$ cat config.mk
export PLATFORM = sky130hd
export DESIGN_NAME = udma_crc_and_busy_timing
export DESIGN_NICKNAME = d
export VERILOG_FILES = /design/src/core/ucbt_pkg.sv /design/src/core/ucbt_crc_if.sv /design/src/core/udma_crc_and_busy_timing.sv /design/src/core/ucbt_sync.sv /design/src/core/ucbt_crc_engine.sv
export SDC_FILE = /design/constraint.sdc
export NUM_CORES = 1
export LEC_CHECK = 0
export ABC_CLOCK_PERIOD_IN_PS = 3700
export BUFFER_PORTS_ARGS = -buffer_cell sky130_fd_sc_hd__buf_4
export CAP_MARGIN = 5
export CORE_MARGIN = 5
export CORE_UTILIZATION = 25
export CTS_CLUSTER_SIZE = 16
export DETAILED_ROUTE_END_ITERATION = 16
export PLACE_DENSITY_LB_ADDON = 0.12
export SLEW_MARGIN = 20
export SYNTH_ARGS = -nofsm -noshare
export SYNTH_HDL_FRONTEND = slang
export SYNTH_SLANG_ARGS = --single-unit
$ cat constraint.sdc
create_clock -name sys_clk -period 3.7 [get_ports sys_clk]
set_input_delay 0.74 -clock sys_clk [delete_from_list [all_inputs] [get_ports sys_clk]]
set_output_delay 0.74 -clock sys_clk [all_outputs]
set_load 0.01 [all_outputs]
$ cat src/core/ucbt_pkg.sv
package ucbt_pkg;
    // Clock and timing figures
    localparam int     CLK_PERIOD_NS     = 50;
    localparam longint CLK_HZ            = 20_000_000;
    localparam int     HRST_BSY_MAX_NS   = 400;
    localparam int     HRST_BSY_MAX_CYC  = HRST_BSY_MAX_NS / CLK_PERIOD_NS;
    localparam int     CMD_BSY_MAX_NS    = 400;
    localparam int     CMD_BSY_MAX_CYC   = CMD_BSY_MAX_NS / CLK_PERIOD_NS;
    localparam longint READY_MAX_S       = 31;
    localparam longint DOUT_IDLE_MAX_S   = 10;
    localparam longint DOUT_STBY_MAX_S   = 25;
    localparam longint SEC_FIRST_MAX_S   = 10;
    localparam longint READY_CYC_DEF     = READY_MAX_S * CLK_HZ;
    localparam longint DOUT_IDLE_CYC_DEF = DOUT_IDLE_MAX_S * CLK_HZ;
    localparam longint DOUT_STBY_CYC_DEF = DOUT_STBY_MAX_S * CLK_HZ;
    localparam longint SEC_FIRST_CYC_DEF = SEC_FIRST_MAX_S * CLK_HZ;

    // Widths
    localparam int DATA_W = 16;
    localparam int ADDR_W = 4;
    localparam int TMR_W  = 32;
    localparam int IRQ_W  = 4;

    // CRC start value for every burst
    localparam logic [DATA_W-1:0] CRC_INIT = 16'h4ABA;

    // Register map
    localparam logic [ADDR_W-1:0] ADDR_STATUS   = 4'h0;
    localparam logic [ADDR_W-1:0] ADDR_COMMAND  = 4'h1;
    localparam logic [ADDR_W-1:0] ADDR_CTRL     = 4'h2;
    localparam logic [ADDR_W-1:0] ADDR_IRQ_STAT = 4'h3;
    localparam logic [ADDR_W-1:0] ADDR_IRQ_MASK = 4'h4;
    localparam logic [ADDR_W-1:0] ADDR_CRC      = 4'h5;
    localparam logic [ADDR_W-1:0] ADDR_HOST_CRC = 4'h6;

    // Field positions
    localparam int ST_BSY_BIT     = 7;
    localparam int ST_DRDY_BIT    = 6;
    localparam int ST_ERR_BIT     = 0;
    localparam int CTRL_STBY_BIT  = 0;
    localparam int CTRL_BURST_BIT = 1;
    localparam int CTRL_DONE_BIT  = 2;
    localparam int IRQ_DONE_BIT   = 0;
    localparam int IRQ_CRC_BIT    = 1;
    localparam int IRQ_TMO_BIT    = 2;
    localparam int IRQ_BURST_BIT  = 3;

    // Command codes
    localparam logic [7:0] CMD_READ_DMA      = 8'hC8;
    localparam logic [7:0] CMD_WRITE_DMA     = 8'hCA;
    localparam logic [7:0] CMD_READ_DMA_EXT  = 8'h25;
    localparam logic [7:0] CMD_WRITE_DMA_EXT = 8'h35;
    localparam logic [7:0] CMD_WRITE_SECT    = 8'h30;
    localparam logic [7:0] CMD_WRITE_SECT_EX = 8'h34;
    localparam logic [7:0] CMD_SEC_SET_PW    = 8'hF1;
    localparam logic [7:0] CMD_SEC_UNLOCK    = 8'hF2;
    localparam logic [7:0] CMD_SEC_ERASE     = 8'hF4;
    localparam logic [7:0] CMD_SEC_DIS_PW    = 8'hF6;

    // Synchroniser bundle layout
    localparam int                SYNC_W       = 20;
    localparam int                SY_RST       = 19;
    localparam int                SY_ACK       = 18;
    localparam int                SY_STOP      = 17;
    localparam int                SY_STB       = 16;
    localparam logic [SYNC_W-1:0] SYNC_RST_VAL = 20'hC_0000;

    typedef enum logic [1:0] {
        ST_RESET,
        ST_IDLE,
        ST_BUSY
    } ucbt_state_type;

    function automatic logic is_dma(input logic [7:0] code);
        return (code == CMD_READ_DMA) || (code == CMD_WRITE_DMA) ||
               (code == CMD_READ_DMA_EXT) || (code == CMD_WRITE_DMA_EXT);
    endfunction

    function automatic logic is_data_out(input logic [7:0] code);
        return (code == CMD_WRITE_DMA) || (code == CMD_WRITE_DMA_EXT) ||
               (code == CMD_WRITE_SECT) || (code == CMD_WRITE_SECT_EX);
    endfunction

    function automatic logic is_security(input logic [7:0] code);
        return (code == CMD_SEC_SET_PW) || (code == CMD_SEC_UNLOCK) ||
               (code == CMD_SEC_ERASE) || (code == CMD_SEC_DIS_PW);
    endfunction
endpackage

$ cat src/core/ucbt_crc_if.sv
`timescale 1ns/1ps
interface ucbt_crc_if;
    import ucbt_pkg::*;
    logic              init;
    logic              update;
    logic [DATA_W-1:0] data;
    logic [DATA_W-1:0] state;
    modport engine (input init, input update, input data, output state);
    modport user   (output init, output update, output data, input state);
endinterface

$ cat src/core/udma_crc_and_busy_timing.sv
// Added by the designer: strobed register access and the address map.
`timescale 1ns/1ps
module udma_crc_and_busy_timing
    import ucbt_pkg::*;
#(
    parameter logic [TMR_W-1:0] READY_CYCLES     = TMR_W'(READY_CYC_DEF),
    parameter logic [TMR_W-1:0] DOUT_IDLE_CYCLES = TMR_W'(DOUT_IDLE_CYC_DEF),
    parameter logic [TMR_W-1:0] DOUT_STBY_CYCLES = TMR_W'(DOUT_STBY_CYC_DEF),
    parameter logic [TMR_W-1:0] SEC_FIRST_CYCLES = TMR_W'(SEC_FIRST_CYC_DEF)
) (
    input  wire logic              sys_clk,
    input  wire logic              rst_n,
    input  wire logic [ADDR_W-1:0] reg_addr,
    input  wire logic [DATA_W-1:0] reg_wdata,
    input  wire logic              reg_wr,
    input  wire logic              reg_rd,
    output logic      [DATA_W-1:0] reg_rdata,
    input  wire logic              ata_reset_n,
    input  wire logic              dmack_n,
    input  wire logic              stop,
    input  wire logic              hstrobe,
    input  wire logic [DATA_W-1:0] dd_in,
    output logic                   dmarq,
    output logic                   intrq,
    output logic                   irq
);
    // Pin synchronisation
    logic [SYNC_W-1:0] pins_s;

    ucbt_sync #(
        .WIDTH   (SYNC_W),
        .RST_VAL (SYNC_RST_VAL)
    ) u_sync (
        .sys_clk  (sys_clk),
        .rst_n    (rst_n),
        .async_in ({ata_reset_n, dmack_n, stop, hstrobe, dd_in}),
        .sync_out (pins_s)
    );

    wire               hrst_act = ~pins_s[SY_RST];
    wire               ack_act  = ~pins_s[SY_ACK];
    wire               stop_s   = pins_s[SY_STOP];
    wire               stb_s    = pins_s[SY_STB];
    wire [DATA_W-1:0]  dd_s     = pins_s[DATA_W-1:0];

    // CRC engine
    ucbt_crc_if crc_bus ();

    ucbt_crc_engine u_crc (
        .sys_clk (sys_clk),
        .rst_n   (rst_n),
        .crc     (crc_bus.engine)
    );

    // State
    ucbt_state_type     state_q;
    ucbt_state_type     state_d;
    logic [TMR_W-1:0]   cnt_q;
    logic [TMR_W-1:0]   cnt_d;
    logic [TMR_W-1:0]   lim_q;
    logic               lim_en_q;
    logic               dma_q;
    logic               first_cmd_q;
    logic               err_q;
    logic               crc_bad_q;
    logic [DATA_W-1:0]  host_crc_q;
    logic               stby_q;
    logic               burst_q;
    logic [IRQ_W-1:0]   irq_stat_q;
    logic [IRQ_W-1:0]   irq_mask_q;
    logic               stb_q;
    logic               ack_q;
    logic               term_q;
    logic               dmarq_q;
    logic               intrq_q;
    logic               irq_q;
    logic [DATA_W-1:0]  rdata_q;

    // Register port decode
    wire               wr_cmd    = reg_wr & (reg_addr == ADDR_COMMAND);
    wire               wr_ctrl   = reg_wr & (reg_addr == ADDR_CTRL);
    wire               wr_istat  = reg_wr & (reg_addr == ADDR_IRQ_STAT);
    wire               wr_imask  = reg_wr & (reg_addr == ADDR_IRQ_MASK);
    wire               rd_status = reg_rd & (reg_addr == ADDR_STATUS);
    wire [7:0]         cmd_code  = reg_wdata[7:0];

    wire               st_busy  = (state_q == ST_BUSY);
    wire               bsy      = (state_q != ST_IDLE);
    wire               drdy     = (state_q == ST_IDLE);

    // Commands written while busy are dropped, as on a real task file
    wire               cmd_take = wr_cmd & (state_q == ST_IDLE) & ~hrst_act;
    wire               done_req = wr_ctrl & reg_wdata[CTRL_DONE_BIT];
    wire               sec_first = first_cmd_q & is_security(cmd_code);
    wire               dout_cmd  = is_data_out(cmd_code);

    // Deadline picked at command accept
    wire [TMR_W-1:0]   lim_d = sec_first ? SEC_FIRST_CYCLES :
                               stby_q    ? DOUT_STBY_CYCLES :
                                           DOUT_IDLE_CYCLES;
    wire               lim_en_d = sec_first | dout_cmd;

    // Completion one cycle early so INTRQ lands on the deadline
    wire               tmo_hit  = st_busy & lim_en_q & (cnt_q >= lim_q - 1'b1);
    wire               complete = st_busy & (done_req | tmo_hit);
    wire               ready_hit = (cnt_q >= READY_CYCLES - 1'b1);

    // Burst tracking
    wire               stb_edge    = stb_s ^ stb_q;
    wire               burst_start = ack_act & ~ack_q;
    wire               burst_end   = ~ack_act & ack_q;
    wire               host_term   = ack_act & stop_s;
    // Edges after either side's termination carry no data
    wire               data_edge   = stb_edge & ack_act & ack_q & dmarq_q &
                                     ~stop_s & ~term_q;
    wire               crc_miss    = burst_end & (dd_s != crc_bus.state);
    wire               term_d      = ack_act & (term_q | stop_s);
    wire               dmarq_d     = st_busy & dma_q & burst_q & ~term_q & ~host_term;

    assign crc_bus.init   = burst_start;
    assign crc_bus.update = data_edge;
    assign crc_bus.data   = dd_s;

    // Interrupt status: set beats write-one clear
    wire [IRQ_W-1:0]   irq_set;
    wire [IRQ_W-1:0]   irq_clr  = wr_istat ? reg_wdata[IRQ_W-1:0] : '0;
    wire [IRQ_W-1:0]   irq_stat_d = (irq_stat_q & ~irq_clr) | irq_set;

    assign irq_set[IRQ_DONE_BIT]  = complete;
    assign irq_set[IRQ_CRC_BIT]   = crc_miss;
    assign irq_set[IRQ_TMO_BIT]   = tmo_hit;
    assign irq_set[IRQ_BURST_BIT] = burst_end;

    // Read data selection
    wire [7:0]         status_byte = {bsy, drdy, 5'h00, err_q};
    wire [DATA_W-1:0]  ctrl_word   = {13'h0000, 1'b0, burst_q, stby_q};
    wire [DATA_W-1:0]  rd_mux =
        (reg_addr == ADDR_STATUS)   ? {8'h00, status_byte} :
        (reg_addr == ADDR_CTRL)     ? ctrl_word :
        (reg_addr == ADDR_IRQ_STAT) ? {12'h000, irq_stat_q} :
        (reg_addr == ADDR_IRQ_MASK) ? {12'h000, irq_mask_q} :
        (reg_addr == ADDR_CRC)      ? crc_bus.state :
        (reg_addr == ADDR_HOST_CRC) ? host_crc_q :
                                      16'h0000;

    // Command state machine
    always_comb begin
        state_d = state_q;
        case (state_q)
            ST_RESET: begin
                if (ready_hit) begin
                    state_d = ST_IDLE;
                end
            end
            ST_IDLE: begin
                if (cmd_take) begin
                    state_d = ST_BUSY;
                end
            end
            ST_BUSY: begin
                if (complete) begin
                    state_d = ST_IDLE;
                end
            end
            default: begin
                state_d = ST_RESET;
            end
        endcase
        // Hard reset reaches BSY three cycles after the pin falls
        if (hrst_act) begin
            state_d = ST_RESET;
        end
    end

    // Shared timer restarts on every state change and saturates
    assign cnt_d = (hrst_act || (state_d != state_q)) ? '0 :
                   (&cnt_q)                           ? cnt_q :
                                                        cnt_q + 1'b1;

    always_ff @(posedge sys_clk) begin
        if (!rst_n) begin
            state_q <= ST_RESET;
            cnt_q   <= '0;
        end else begin
            state_q <= state_d;
            cnt_q   <= cnt_d;
        end
    end

    // Per-command context
    always_ff @(posedge sys_clk) begin
        if (!rst_n) begin
            lim_q       <= '0;
            lim_en_q    <= 1'b0;
            dma_q       <= 1'b0;
            first_cmd_q <= 1'b1;
        end else if (hrst_act) begin
            lim_en_q    <= 1'b0;
            dma_q       <= 1'b0;
            first_cmd_q <= 1'b1;
        end else if (cmd_take) begin
            lim_q       <= lim_d;
            lim_en_q    <= lim_en_d;
            dma_q       <= is_dma(cmd_code);
            first_cmd_q <= 1'b0;
        end
    end

    // Error flag: CRC mismatch only surfaces when the command ends
    always_ff @(posedge sys_clk) begin
        if (!rst_n) begin
            crc_bad_q <= 1'b0;
            err_q     <= 1'b0;
        end else if (hrst_act || cmd_take) begin
            crc_bad_q <= 1'b0;
            err_q     <= 1'b0;
        end else begin
            if (crc_miss) begin
                crc_bad_q <= 1'b1;
            end
            if (complete) begin
                err_q <= crc_bad_q | crc_miss | tmo_hit;
            end
        end
    end

    always_ff @(posedge sys_clk) begin
        if (!rst_n) begin
            host_crc_q <= '0;
        end else if (burst_end) begin
            host_crc_q <= dd_s;
        end
    end

    // Link edge and burst tracking
    always_ff @(posedge sys_clk) begin
        if (!rst_n) begin
            stb_q   <= 1'b0;
            ack_q   <= 1'b0;
            term_q  <= 1'b0;
            dmarq_q <= 1'b0;
        end else begin
            stb_q   <= stb_s;
            ack_q   <= ack_act;
            term_q  <= term_d;
            dmarq_q <= dmarq_d;
        end
    end

    // Per-burst interrupts are suppressed, only completion raises it
    always_ff @(posedge sys_clk) begin
        if (!rst_n) begin
            intrq_q <= 1'b0;
        end else if (hrst_act) begin
            intrq_q <= 1'b0;
        end else if (complete) begin
            intrq_q <= 1'b1;
        end else if (rd_status || cmd_take) begin
            intrq_q <= 1'b0;
        end
    end

    // Control and interrupt registers
    always_ff @(posedge sys_clk) begin
        if (!rst_n) begin
            stby_q  <= 1'b0;
            burst_q <= 1'b0;
        end else if (wr_ctrl) begin
            stby_q  <= reg_wdata[CTRL_STBY_BIT];
            burst_q <= reg_wdata[CTRL_BURST_BIT];
        end
    end

    always_ff @(posedge sys_clk) begin
        if (!rst_n) begin
            irq_stat_q <= '0;
            irq_mask_q <= '0;
            irq_q      <= 1'b0;
        end else begin
            irq_stat_q <= irq_stat_d;
            irq_q      <= |(irq_stat_q & irq_mask_q);
            if (wr_imask) begin
                irq_mask_q <= reg_wdata[IRQ_W-1:0];
            end
        end
    end

    // Read data valid only in the cycle after the strobe
    always_ff @(posedge sys_clk) begin
        if (!rst_n) begin
            rdata_q <= '0;
        end else begin
            rdata_q <= reg_rd ? rd_mux : '0;
        end
    end

    assign reg_rdata = rdata_q;
    assign dmarq     = dmarq_q;
    assign intrq     = intrq_q;
    assign irq       = irq_q;
endmodule

$ cat src/core/ucbt_sync.sv
`timescale 1ns/1ps
module ucbt_sync
    import ucbt_pkg::*;
#(
    parameter int                WIDTH   = SYNC_W,
    parameter logic [WIDTH-1:0]  RST_VAL = '0
) (
    input  wire logic             sys_clk,
    input  wire logic             rst_n,
    input  wire logic [WIDTH-1:0] async_in,
    output logic      [WIDTH-1:0] sync_out
);
    logic [WIDTH-1:0] meta_q;
    logic [WIDTH-1:0] sync_q;

    // First stage feeds only the second stage
    always_ff @(posedge sys_clk) begin
        if (!rst_n) begin
            meta_q <= RST_VAL;
            sync_q <= RST_VAL;
        end else begin
            meta_q <= async_in;
            sync_q <= meta_q;
        end
    end

    assign sync_out = sync_q;
endmodule

$ cat src/core/ucbt_crc_engine.sv
`timescale 1ns/1ps
module ucbt_crc_engine
    import ucbt_pkg::*;
(
    input  wire logic  sys_clk,
    input  wire logic  rst_n,
    ucbt_crc_if.engine crc
);
    logic [DATA_W-1:0] crc_state_reg_q;
    logic [DATA_W-1:0] crc_next_value_d;
    logic [DATA_W-1:0] c;
    logic [DATA_W-1:0] d;
    logic [16:1]       f;

    assign c = crc_state_reg_q;
    assign d = crc.data;

    // Mixing terms
    assign f[1]  = d[0] ^ c[15];
    assign f[2]  = d[1] ^ c[14];
    assign f[3]  = d[2] ^ c[13];
    assign f[4]  = d[3] ^ c[12];
    assign f[5]  = d[4] ^ c[11] ^ f[1];
    assign f[6]  = d[5] ^ c[10] ^ f[2];
    assign f[7]  = d[6] ^ c[9] ^ f[3];
    assign f[8]  = d[7] ^ c[8] ^ f[4];
    assign f[9]  = d[8] ^ c[7] ^ f[5];
    assign f[10] = d[9] ^ c[6] ^ f[6];
    assign f[11] = d[10] ^ c[5] ^ f[7];
    assign f[12] = d[11] ^ c[4] ^ f[1] ^ f[8];
    assign f[13] = d[12] ^ c[3] ^ f[2] ^ f[9];
    assign f[14] = d[13] ^ c[2] ^ f[3] ^ f[10];
    assign f[15] = d[14] ^ c[1] ^ f[4] ^ f[11];
    assign f[16] = d[15] ^ c[0] ^ f[5] ^ f[12];

    // Next state, polynomial x16 + x12 + x5 + 1
    assign crc_next_value_d[0]  = f[16];
    assign crc_next_value_d[1]  = f[15];
    assign crc_next_value_d[2]  = f[14];
    assign crc_next_value_d[3]  = f[13];
    assign crc_next_value_d[4]  = f[12];
    assign crc_next_value_d[5]  = f[11] ^ f[16];
    assign crc_next_value_d[6]  = f[10] ^ f[15];
    assign crc_next_value_d[7]  = f[9] ^ f[14];
    assign crc_next_value_d[8]  = f[8] ^ f[13];
    assign crc_next_value_d[9]  = f[7] ^ f[12];
    assign crc_next_value_d[10] = f[6] ^ f[11];
    assign crc_next_value_d[11] = f[5] ^ f[10];
    assign crc_next_value_d[12] = f[4] ^ f[9] ^ f[16];
    assign crc_next_value_d[13] = f[3] ^ f[8] ^ f[15];
    assign crc_next_value_d[14] = f[2] ^ f[7] ^ f[14];
    assign crc_next_value_d[15] = f[1] ^ f[6] ^ f[13];

    // Init wins over an update in the same cycle
    always_ff @(posedge sys_clk) begin
        if (!rst_n) begin
            crc_state_reg_q <= CRC_INIT;
        end else if (crc.init) begin
            crc_state_reg_q <= CRC_INIT;
        end else if (crc.update) begin
            crc_state_reg_q <= crc_next_value_d;
        end
    end

    assign crc.state = crc_state_reg_q;
endmodule

Yosys cells after proc, flatten, opt, wreduce, memory -nomap -nowiden
Cells that the tools add are included.
Cells by class
  add/sub/neg operators: 2
  multiply operators: 0
  divide/modulo/power cells: 0
  order comparisons: 2
  eq/ne operators: 21
  shift operators: 0
  mux-type cells: 16
  bitwise logic cells: 92
  reductions and logical operators: 26
Operators with widths (count)
  $mux 29: 2
  $xor 1x1->1: 49
  $eq 8x8->1 const B: 6
  $add 32x1->32 const B: 1
  $eq 8x6->1 const B: 4
  $ge 32x30->1 const B: 1
  $ge 32x32->1: 1
  $mux 16: 2
  $mux 8: 4
  $reduce_and 32->1: 1
  $sub 32x1->32 const B: 1
  $and 1x1->1: 26
  $ne 16x16->1: 1
  $eq 4x3->1 const B: 3
  $logic_or 1x1->1: 12
  $and 4x4->4: 2
  $eq 4x2->1 const B: 2
  $mux 2: 4
  $not 1->1: 8
  $reduce_or 4->1: 2
  $pmux 2 s3: 1
  $reduce_and 2->1: 3
  $reduce_or 2->1: 3
  $reduce_or 6->1: 1
  other kinds (14): 19
Word-level totals
  bits in registers: 175
  bits in latches: 0
  memory bits (writable): 0
  memory bits (read-only): 0
  input port bits: 44
  output and inout bits: 19
  word-level logic and storage cells: 185
  memories: 0

Longest topological paths before layout
Gate-level depths: netlist of run 1.
  depth in word-level cells: 11
  gate-level depth with buffers: 15
  mapped depth without buffers: 14

Hierarchy
Synthesis of run 1 repeated with hierarchy kept, for this count alone.
Second synthesis, totals
  cells, all modules: 892
  area total of the unflattened synthesis: 7935.1 um^2
Modules (own cells, without submodules)
  udma_crc_and_busy_timing: times used 1, cells an instance 693, area an instance 5688.0 um^2, seq. area each 1801.7 um^2
  ucbt_crc_engine: times used 1, cells an instance 115, area an instance 1173.6 um^2, seq. area each 320.3 um^2
  ucbt_sync: times used 1, cells an instance 84, area an instance 1073.5 um^2, seq. area each 800.8 um^2

Worst setup path after synthesis of run 1
OpenSTA, ideal clock, no wires.
  path kind: flip-flop to flip-flop
  start: register lim_q[26]
  end: register cnt_q[24]
  library setup time: 0.116 ns
  data arrival time: 2.907 ns
  required time: 3.584 ns
  setup slack: 0.677 ns
  stages on the path, launching flop included: 16
  buffers on the path: 1
  period minus slack after synthesis: 3.023 ns
  cell sequence: dfxtp_1 inv_1 ha_1 inv_1 nor2_1 nand2_1 a21o_1 ha_1 and4_1 nand4_1 nor2_1 a2111o_1 a31oi_1 o32ai_1 buf_4 nor2_1
On the way
  word-level cells in the longest chain between the ends: 11
Ends and longest elaborated chain
  start: declaration: line udma_crc_and_busy_timing.sv:60  | logic [TMR_W-1:0] lim_q;
  start signal: assignment: line udma_crc_and_busy_timing.sv:202  | lim_q <= lim_d;
  $sub 32x1->32: line udma_crc_and_busy_timing.sv:104  | wire tmo_hit = st_busy & lim_en_q & (cnt_q >= lim_q - 1'b1);
  $ge 32x32->1: line udma_crc_and_busy_timing.sv:104
  $and 1x1->1: line udma_crc_and_busy_timing.sv:104
  $or 1x1->1: line udma_crc_and_busy_timing.sv:105  | wire complete = st_busy & (done_req | tmo_hit);
  $and 1x1->1: line udma_crc_and_busy_timing.sv:105
  $mux 2: line udma_crc_and_busy_timing.sv:161  | if (complete) begin
  $pmux 2 s3: line udma_crc_and_busy_timing.sv:149  | case (state_q)
  $mux 2: line udma_crc_and_busy_timing.sv:170  | if (hrst_act) begin
  $ne 2x2->1: line udma_crc_and_busy_timing.sv:176  | assign cnt_d = (hrst_act || (state_d != state_q)) ? '0 :
  $logic_or 1x1->1: line udma_crc_and_busy_timing.sv:176
  $reduce_or 2->1 (no source line)
  end signal: assignment: line udma_crc_and_busy_timing.sv:186  | cnt_q <= cnt_d;
  end: declaration: line udma_crc_and_busy_timing.sv:58  | logic [TMR_W-1:0] cnt_q;
Every way passes these cells.
A chain may end at the register's enable or synchronous reset.

Worst setup path after layout of run 1
  start: register lim_q[25]
  end: register cnt_q[6]
The elaborated chain is that of the path after synthesis.

==> run summary, run 1 <==
Max H-tree Level -> 4
Max IR drop VDD -> 0.300 mV
Die W -> 177 um
Post-Synth XOR/XNOR Area -> 13.1%
final core utilization -> 30.4%
num rows -> 61
clk root buf -> clkbuf_16
RSZ-0062 raised after global routing -> no
Port Buffers -> 54
Remaining Overflow, GRT -> 0
share of the yosys chip area belonging to registers -> 41.7%
Synth Area per Inst -> 9.04 sq um
post-route setup TNS -> 0 ps
GRT Total Usage -> 12.3%
final worst setup slack -> 313 ps
TritonCTS clock tree -> built
io pins -> 63
relative slew slack -> 42.7%
WL/cell -> 15.4 um
share of cells above drive strength 1 -> 13.5%
number of synthesis warnings -> 0
n_diodes -> 0
Worst Path Max Fanout -> 32
commonest non-fill, non-tap cell in the layout -> dfxtp_1
antenna viol nets, final -> 0
Placement Setup Slack -> 312 ps
Fill cells -> 2965
Final GP Congestion -> 0.757
CTS max path bufs -> 2
CTS resizes -> 0
simple-gate share of the synthesized area -> 23.4%
Crit path required time -> 4070 ps
CP Class -> flop to flop
Max Slew Vio Count -> 0
core area -> 27700 sq um
initial core utilization -> 25.3%
EDFF count, synth -> 0
Worst Setup Start Kind -> flop
Layout area overhead -> 20.2%
detailed placer's ending HPWL -> 13.6 mm
first-pass detailed-route iteration total -> 4
drt initial violations -> 312
post-synthesis register bit count -> 146
post-synth cell types -> 58
Final Hold Slack -> 413 ps
Post-Syn Area -> 7000 sq um
CTS clk-pin slew, worst paths -> 70 ps
mux contribution to synthesized area -> 1.30%
first-pass GRT wire length -> 30.2 mm
Static Leak -> 3.34 nW
fin cells -> 1218
post-CTS setup buffer count -> 0
Post-CTS Hold Fix Bufs -> 0
Synth Area in Adders -> 5.36%
CP Capture Type -> flop
routed wire length -> 18.7 mm
Worst Skew -> 8.08 ps
Mapped Cells -> 775
vias per cell -> 4.38
number of hold violations in the final report -> 0
Vias -> 5339
Max Freq -> 0.295 GHz
largest net degree at the start of global routing -> 48
# DRC -> 0
status -> finished, final reports clean
number of max-cap violations -> 0
fin crit period -> 3390 ps
worst min-delay path class -> flop to flop
Die Area -> 31500 sq um
CP arrival -> 3750 ps
Worst-Margin Slew -> 851 ps
post-synthesis compound-gate area fraction -> 12.4%
most frequent cells in the layout -> dfxtp_1, nor2_1, nand2_1
predominant post-synthesis flop cell -> dfxtp_1
final period utilization -> 91.5%
number of global-route vias before repair -> 5382
initial antenna violation count -> 0
cts bufs inserted -> 17
largest family of logic cells by synthesized area -> simple AND/OR/NAND/NOR gates
asr flop ratio synth -> 0%
Syn Nets -> 849
Setup-failing EPs final -> 0
pwr/cell area -> 430 nW/um^2
clk_lat worst skew -> 430 ps
clk sinks -> 146
Placed Instances -> 1186
Nets -> 901
Die Span Y -> 177 um
-- sequential cells by signal, summed over array words and instances (netlist names), 2 cells and up --
name and cells:
cnt_q 32, u_sync.meta_q 20, u_sync.sync_out 20, host_crc_q 16, reg_rdata 16, u_crc.crc.state 16
irq_mask_q 4, irq_stat_q 4, lim_q 3, state_q 2
-- power by group --
part           switching [W]  internal (W)
clock network       0.000762      0.000946
logic               0.000136      0.000129
registers          0.0000363       0.00161
-- cells in the mapped netlist (all sizes together) (7+ instances only) --
cell,number,area share (%)
mux2i,8,1.1
clkbuf,25,1.3
nand2b,10,0.89
nor2b,14,1.3
xnor2,59,7.7
nor4,9,0.80
nand4,25,2.3
a21oi,27,1.9
o21ai,20,1.4
xor2,34,4.5
nand2,74,4.0
dfxtp,146,42
inv,12,0.64
nand3,27,1.9
or3,7,0.63
a21boi,21,2.3
and3,9,0.80
a22oi,12,1.3
and2,42,3.8
ha,30,5.4
o21a,7,0.75
nor2,82,4.4
a31oi,8,0.71
-- final cells by class --
type                       instances  area [sq um]  area share [%]
multi-input combinational        586          3910            46.4
sequential                       146          2920            34.7
timing repair buffer              64           493            5.85
tap                              378           473            5.62
clock buffer                      17           425            5.05
clock inverter                    15           150            1.78
inverter                          12          45.0           0.535
-- worst max-delay path, cell delays in order (launching register included) --
cell	delay, ps
dfxtp_1	310
inv_1	120
ha_1	270
inv_1	90
nor2_1	290
nand2_1	110
a21o_1	190
ha_1	280
and4_1	220
a221o_1	360
a2111o_1	350
a31oi_1	290
o32ai_4	140
buf_12	190
nor2_1	110
-- metal layers --
layer,share of wire (%),vias up,global-route usage [%]
met4,1.1,0,3.35
met5,0,-,0
met1,54,2462,18.1
li1,-,2792,-
met3,3.0,15,2.71
met2,42,70,18.0
-- stage by stage --
| stage | instance area (sq um) | total power, W |
|---|---|---|
| 2_1_floorplan | 7000 | 0.00185 |
| 3_3_place_gp | 7850 | 0.00195 |
| 3_5_place_dp | 7850 | 0.00195 |
| 4_1_cts | 8420 | 0.00369 |
| 5_1_grt | 8420 | 0.00378 |
| 6_report | 8420 | 0.00362 |
-- final timing paths --
path	cells past startpoint	slack, ps	start	endpoint
worst max-delay path	14	310	lim_q[25]$_SDFFE_PN0P_	cnt_q[6]$_SDFFE_PP0N_
worst min-delay path	1	410	u_sync.meta_q[19]$_SDFF_PN1_	u_sync.sync_out[19]$_SDFF_PN1_
worst max register to register	14	310	lim_q[25]$_SDFFE_PN0P_	cnt_q[6]$_SDFFE_PP0N_
worst min register to register	1	410	u_sync.meta_q[19]$_SDFF_PN1_	u_sync.sync_out[19]$_SDFF_PN1_
-- cell families (layout without fill, tap and decap cells) --
family                     Yosys count  count (layout)
muxes                                9               9
DFF                                146             146
AOI/OAI and AO/OA                  129             129
xor gates and xnor gates            96              96
adders and majority gates           30              30
and+or+nand+nor                    322             322
buffers and inverters               43             108
No activity file was read; power rests on OpenSTA's default activity.
==> run 2, diff against run 1 <==
ABC_CLOCK_PERIOD_IN_PS = 4300   (was 3700)
clock period = 4.3 ns   (was 3.7 ns; I/O delays follow)
==> run 2 against run 1 <==
  * Sequential power decreased by 14%
  * Worst hold slack worse by 1.9 ps
  * Clock power shrank 3%
  * Largest power group unchanged
  * Cell area grew 0.34%
==> run summary, run 2 (synthesis gave the netlist of run 1 again) <==
status -> finished, final reports clean
CTS clk-pin slew, worst paths -> 60 ps (about the same)
Worst Setup Start Kind -> flop
GRT Total Usage -> 12.2% (-0.11 points)
clk root buf -> clkbuf_16
relative slew slack -> 44.6% (+1.8 points)
initial antenna violation count -> 0 (unchanged)
Static Leak -> 3.36 nW (+0.45%)
Crit path required time -> 4650 ps (+580 ps)
final core utilization -> 30.5% (+0.10 points)
Die W -> 177 um (unchanged)
post-CTS setup buffer count -> 0 (unchanged)
Worst Skew -> 14.8 ps (+6.77 ps)
most frequent cells in the layout -> dfxtp_1, nor2_1, nand2_1
Nets -> 896 (-0.55%)
num rows -> 61 (unchanged)
Worst Setup SP -> lim_q[26]$_SDFFE_PN0P_
cts bufs inserted -> 17 (unchanged)
largest net degree at the start of global routing -> 43 (-10%)
Die Span Y -> 177 um (unchanged)
Worst path most repeated cell -> ha_1
worst-path cell chain -> inv_1, ha_1, ha_1, a21oi_1, nand2_1, ha_1, and4_1, a221o_1, a2111o_1, a31oi_1, o32ai_4, buf_4, nor2_1
clk sinks -> 146 (unchanged)
CP Capture Type -> flop
Remaining Overflow, GRT -> 0 (unchanged)
Max H-tree Level -> 4 (unchanged)
n_diodes -> 0 (unchanged)
TritonCTS clock tree -> built
first-pass detailed-route iteration total -> 4 (unchanged)
Worst R2R Setup Slack -> 590 ps (+280 ps)
Final Hold Slack -> 411 ps (-1.91 ps)
core area -> 27700 sq um (unchanged)
Layout area overhead -> 20.7%
number of max-cap violations -> 0 (unchanged)
fin cells -> 1213 (-0.41%)
commonest non-fill, non-tap cell in the layout -> dfxtp_1
clk_lat worst skew -> 420 ps (about the same)
vias per cell -> 4.37 (-0.23%)
Reg with most FFs -> cnt_q
CTS resizes -> 0 (unchanged)
Worst Path Max Fanout -> 32 (unchanged)
drt initial violations -> 293 (-6.1%)
Crit-path slowest cell -> dfxtp_1
Max IR drop VDD -> 0.254 mV (-15%)
Max Freq -> 0.269 GHz (-8.7%)
CTS max path bufs -> 2 (unchanged)
number of hold violations in the final report -> 0 (unchanged)
Setup-failing EPs final -> 0 (unchanged)
first-pass GRT wire length -> 30.0 mm (-0.71%)
WL/cell -> 15.2 um (-1.2%)
Post-CTS Hold Fix Bufs -> 0 (unchanged)
dpl cell area -> 7790 sq um (-0.64%)
RSZ-0062 raised after global routing -> no
CP Class -> flop to flop
fin crit period -> 3710 ps (+324 ps)
routed wire length -> 18.4 mm (-1.6%)
Largest register FFs -> 32 (unchanged)
post-route cell area -> 8450 sq um (+0.34%)
io pins -> 63 (unchanged)
hold_sp -> u_sync.meta_q[19]$_SDFF_PN1_
# DRC -> 0 (unchanged)
final period utilization -> 86.3% (-5.2 points)
detailed placer's ending HPWL -> 13.5 mm (-0.59%)
Max Slew Vio Count -> 0 (unchanged)
CP arrival -> 4060 ps (+310 ps)
share of cells above drive strength 1 -> 12.8% (-0.64 points)
post-route setup TNS -> 0 ps (unchanged)
Final GP Congestion -> 0.760 (+0.34%)
Worst path max stage delay -> 440 ps (+80 ps)
worst min-delay path class -> flop to flop
Die Area -> 31500 sq um (unchanged)
pwr/cell area -> 391 nW/um^2 (-9.1%)
Fill cells -> 2930 (-1.2%)
worst r2r src -> lim_q[26]$_SDFFE_PN0P_
Port Buffers -> 54 (unchanged)
initial core utilization -> 25.3% (unchanged)
number of global-route vias before repair -> 5292 (-1.7%)
Vias -> 5305 (-0.64%)
antenna viol nets, final -> 0 (unchanged)
Placed Instances -> 1181 (-0.42%)
Worst-Margin Slew -> 824 ps (-27.4 ps)
## run 2: cell count changes in the layout (fill, tap and decap cells not counted)
cell and delta:
bufinv_16 +4, clkinv_4 +1, buf_4 -4, buf_12 -1
inv_6 -1, clkinvlp_4 -3, clkbuf_1 +1, inv_8 -2
## run 2: worst paths after layout
path	end	cells after the start
setup / recovery	cnt_q[20]$_SDFFE_PP0N_	13
hold / removal	u_sync.sync_out[19]$_SDFF_PN1_	1
setup reg to reg	cnt_q[20]$_SDFFE_PP0N_	13
hold reg to reg	u_sync.sync_out[19]$_SDFF_PN1_	1
## run 2: layer usage
layer	vias to the layer above	global-route usage, %	part of all wire (%)
met2	73	17.7	42
met5	-	0	0
li1	2777	-	-
met3	15	2.19	3.0
met1	2440	18.1	54
met4	0	3.93	1.1
## run 2: layout make-up
type	count	area, sq um	share of cell area, %
inverters	12	45.0	0.533
multi-input cells	586	3910	46.3
repair buffers	59	443	5.24
clock inverters	14	225	2.67
flip-flops and latches	146	2920	34.6
clock buffers	18	429	5.08
well taps	378	473	5.60
## run 2: critical path, delay by kind of cell (launching register included)
family	cells	cell delay, ps
compound gates	5	1440
buf+inv	2	430
simple gates	3	490
fa+ha+maj	3	810
flops	1	440
## run 2: per-stage QoR
stage / total power [W] / setup slack, ps
finish: 0.00330 / 589
global route: 0.00344 / 245
CTS: 0.00336 / 594
detailed placement: 0.00168 / 637
global placement: 0.00168 / 663
floorplan: 0.00160 / 1280
## run 2: power breakdown
part	switching, W	internal [W]
sequential	0.0000313	0.00139
combinational	0.000117	0.000108
clock	0.000617	0.00104
total	0.000765	0.00254
==> run 3, diff against run 2 <==
ABC_AREA = 1   (was unset)
CAP_MARGIN = 20   (was 5)
CORE_ASPECT_RATIO = 0.6   (was unset)
==> run 3 against run 2 <==
  * Critical path depth increased by 10
  * Register-to-register slack got worse by 130 ps
  * Flip-flop and latch count unchanged
  * Synthesized cell count is 30% higher
  * Final cell count up 22%
  * Non-clock buffer count increased by 8
  * Maximum frequency fell by 3.3%
  * Worst hold slack improved by 0.88 ps
  * Clock-buffer cell count grew 1
  * First-iteration DRC count grew 43%
  * Sequential share of layout area fell by 1.8 points
  * Critical path type unchanged
  * Critical endpoint is now cnt_q[29]$_SDFFE_PP0N_
  * Largest cell class unchanged
  * Highest routed layer unchanged
==> run summary, run 3 <==
status -> finished, final reports clean
Synth Area per Inst -> 7.35 sq um (-19%)
Nets -> 1142 (+27%)
Die Span Y -> 143 um (-19%)
post-CTS setup buffer count -> 0 (unchanged)
clk sinks -> 146 (unchanged)
fin cells -> 1480 (+22%)
cts bufs inserted -> 17 (unchanged)
predominant post-synthesis flop cell -> dfxtp_1
number of hold violations in the final report -> 0 (unchanged)
n_diodes -> 0 (unchanged)
top cell type's share of synthesized area -> 39.6% (-2.2 points)
first-pass detailed-route iteration total -> 5 (+1)
Worst-Margin Slew -> 793 ps (-30.2 ps)
post-route cell area -> 8910 sq um (+5.5%)
initial antenna violation count -> 0 (unchanged)
Setup-failing EPs final -> 0 (unchanged)
Max Freq -> 0.261 GHz (-3.3%)
Static Leak -> 4.05 nW (+21%)
largest net degree at the start of global routing -> 60 (+40%)
share of cells above drive strength 1 -> 12.5% (-0.31 points)
most frequent cells in the layout -> nand2_1, inv_1, dfxtp_1
detailed placer's ending HPWL -> 17.6 mm (+30%)
Max IR drop VDD -> 0.224 mV (-12%)
final period utilization -> 89.3% (+3.0 points)
Port Buffers -> 54 (unchanged)
vias per cell -> 4.22 (-3.5%)
# DRC -> 0 (unchanged)
CTS clk-pin slew, worst paths -> 60 ps (about the same)
pwr/cell area -> 353 nW/um^2 (-9.8%)
asr flop ratio synth -> 0% (unchanged)
io pins -> 63 (unchanged)
clk_lat worst skew -> 440 ps (+20 ps)
core area -> 28900 sq um (+4.5%)
number of synthesis warnings -> 0 (unchanged)
top-count cell post-synth -> nand2_1
CTS resizes -> 0 (unchanged)
fin crit period -> 3840 ps (+128 ps)
initial core utilization -> 25.5% (+0.25 points)
EDFF count, synth -> 0 (unchanged)
Reg with most FFs -> cnt_q
CP arrival -> 4220 ps (+160 ps)
clk root buf -> clkbuf_16
Final Hold Slack -> 412 ps (+0.879 ps)
final core utilization -> 30.8% (+0.29 points)
Post-CTS Hold Fix Bufs -> 0 (unchanged)
CP Capture Type -> flop
Max Slew Vio Count -> 0 (unchanged)
routed wire length -> 22.5 mm (+22%)
drt initial violations -> 419 (+43%)
Final GP Congestion -> 0.811 (+6.7%)
list of most frequent post-synthesis cells -> nand2_1, inv_1, dfxtp_1, nor2_1, a21oi_1
number of global-route vias before repair -> 5773 (+9.1%)
Mapped Cells -> 1005 (+30%)
number of max-cap violations -> 0 (unchanged)
Syn Nets -> 1079 (+27%)
commonest non-fill, non-tap cell in the layout -> nand2_1
Post-Syn Area -> 7390 sq um (+5.5%)
first-pass GRT wire length -> 34.8 mm (+16%)
Largest register FFs -> 32 (unchanged)
Layout area overhead -> 20.6% (about the same)
CP Class -> flop to flop
relative slew slack -> 47.1% (+2.5 points)
CTS max path bufs -> 2 (unchanged)
post-synthesis register bit count -> 146 (unchanged)
worst hold stages -> 2 (+1)
Area contributors post-synth -> dfxtp_1, nand2_1, inv_1, nor2_1, xor2_1
Max H-tree Level -> 4 (unchanged)
antenna viol nets, final -> 0 (unchanged)
share of the yosys chip area belonging to registers -> 39.6% (-2.2 points)
Worst Path Max Fanout -> 23 (-28%)
depth of the most critical reg-to-reg path -> 23 (+10)
Placed Instances -> 1449 (+23%)
WL/cell -> 15.2 um (-0.22%)
Remaining Overflow, GRT -> 0 (unchanged)
dpl cell area -> 8310 sq um (+6.6%)
Worst Skew -> 12.7 ps (-2.12 ps)
post-route setup TNS -> 0 ps (unchanged)
Vias -> 6244 (+18%)
num rows -> 48 (-21%)
post-synth cell types -> 41 (-29%)
Worst Setup Start Kind -> flop
post-synth top area cell -> dfxtp_1
TritonCTS clock tree -> built
Die W -> 232 um (+31%)
GRT Total Usage -> 13.9% (+1.7 points)
worst min-delay path class -> flop to flop
Crit path required time -> 4680 ps (+30 ps)
Die Area -> 33200 sq um (+5.5%)
RSZ-0062 raised after global routing -> no
## run 3: changes by cell type in the layout (fill, tap and decap cells not counted), moves of 28 or more
cell     delta
o21ai_0    +28
nor2_1     +32
a21oi_1    +30
nand2_1   +127
and2_1     -40
inv_1     +143
## run 3: final timing paths
kind                                   end                         from  slack (ps)
min reg2reg  u_sync.sync_out[0]$_SDFF_PN0_  u_sync.meta_q[0]$_SDFF_PN0_         410
max                 cnt_q[29]$_SDFFE_PP0N_       lim_q[26]$_SDFFE_PN0P_         460
min          u_sync.sync_out[0]$_SDFF_PN0_  u_sync.meta_q[0]$_SDFF_PN0_         410
max reg2reg         cnt_q[29]$_SDFFE_PP0N_       lim_q[26]$_SDFFE_PN0P_         460
## run 3: cell type report
cell class,instances,area (sq um)
timing repair buffer,67,515
multi-input combinational,675,3770
inverter,161,604
tap,400,500
fill,3212,20000
clock buffer,19,453
clock inverter,12,148
sequential,146,2920
## run 3: through the flow
stage	setup WS (ps)	total power [W]
2_1_floorplan	1020	0.00155
3_3_place_gp	618	0.00164
3_5_place_dp	551	0.00164
4_1_cts	503	0.00319
5_1_grt	93.4	0.00328
6_report	462	0.00314
## run 3: metal layers
metal / part of all wire, % / wire, um / track usage [%] / vias to the layer above
met3: 5.4 / 1210 / 3.68 / 14
met1: 62 / 13900 / 24.4 / 2788
met5: 0 / 0 / 0 / -
met4: 0.76 / 170 / 3.36 / 0
met2: 32 / 7140 / 15.1 / 125
li1: - / - / - / 3317
## run 3: power breakdown
part / switching (W) / internal (W)
sequential: 0.0000223 / 0.00138
combinational: 0.000122 / 0.0000817
clock: 0.000640 / 0.000895
total: 0.000784 / 0.00236
## run 3: critical path: stages, from the launching register on
cell and delay (ps):
dfxtp_1 530, inv_1 160, ha_1 270, ha_1 200, a2111oi_0 600, buf_4 240
a21oi_1 80, ha_1 310, nand2_1 80, inv_1 40, nand2_1 50, nand2_1 50
nand2_1 60, nand2_1 50, a21oi_1 130, nand2_1 70, nand2_1 100, nand3_1 80
nand2_1 70, nand2_1 80, nand2_1 90, nand3_2 130, buf_12 190, nor2_1 100
## run 3: cells by family after synthesis
family,Yosys count,synth area share (%)
AND/OR/NAND/NOR,425,24.7
flip-flops,146,39.6
buffers and inverters,184,9.53
AO/OA/AOI/OAI,136,10.2
adder cells (fa/ha/maj),30,5.08
XOR/XNOR,84,10.9
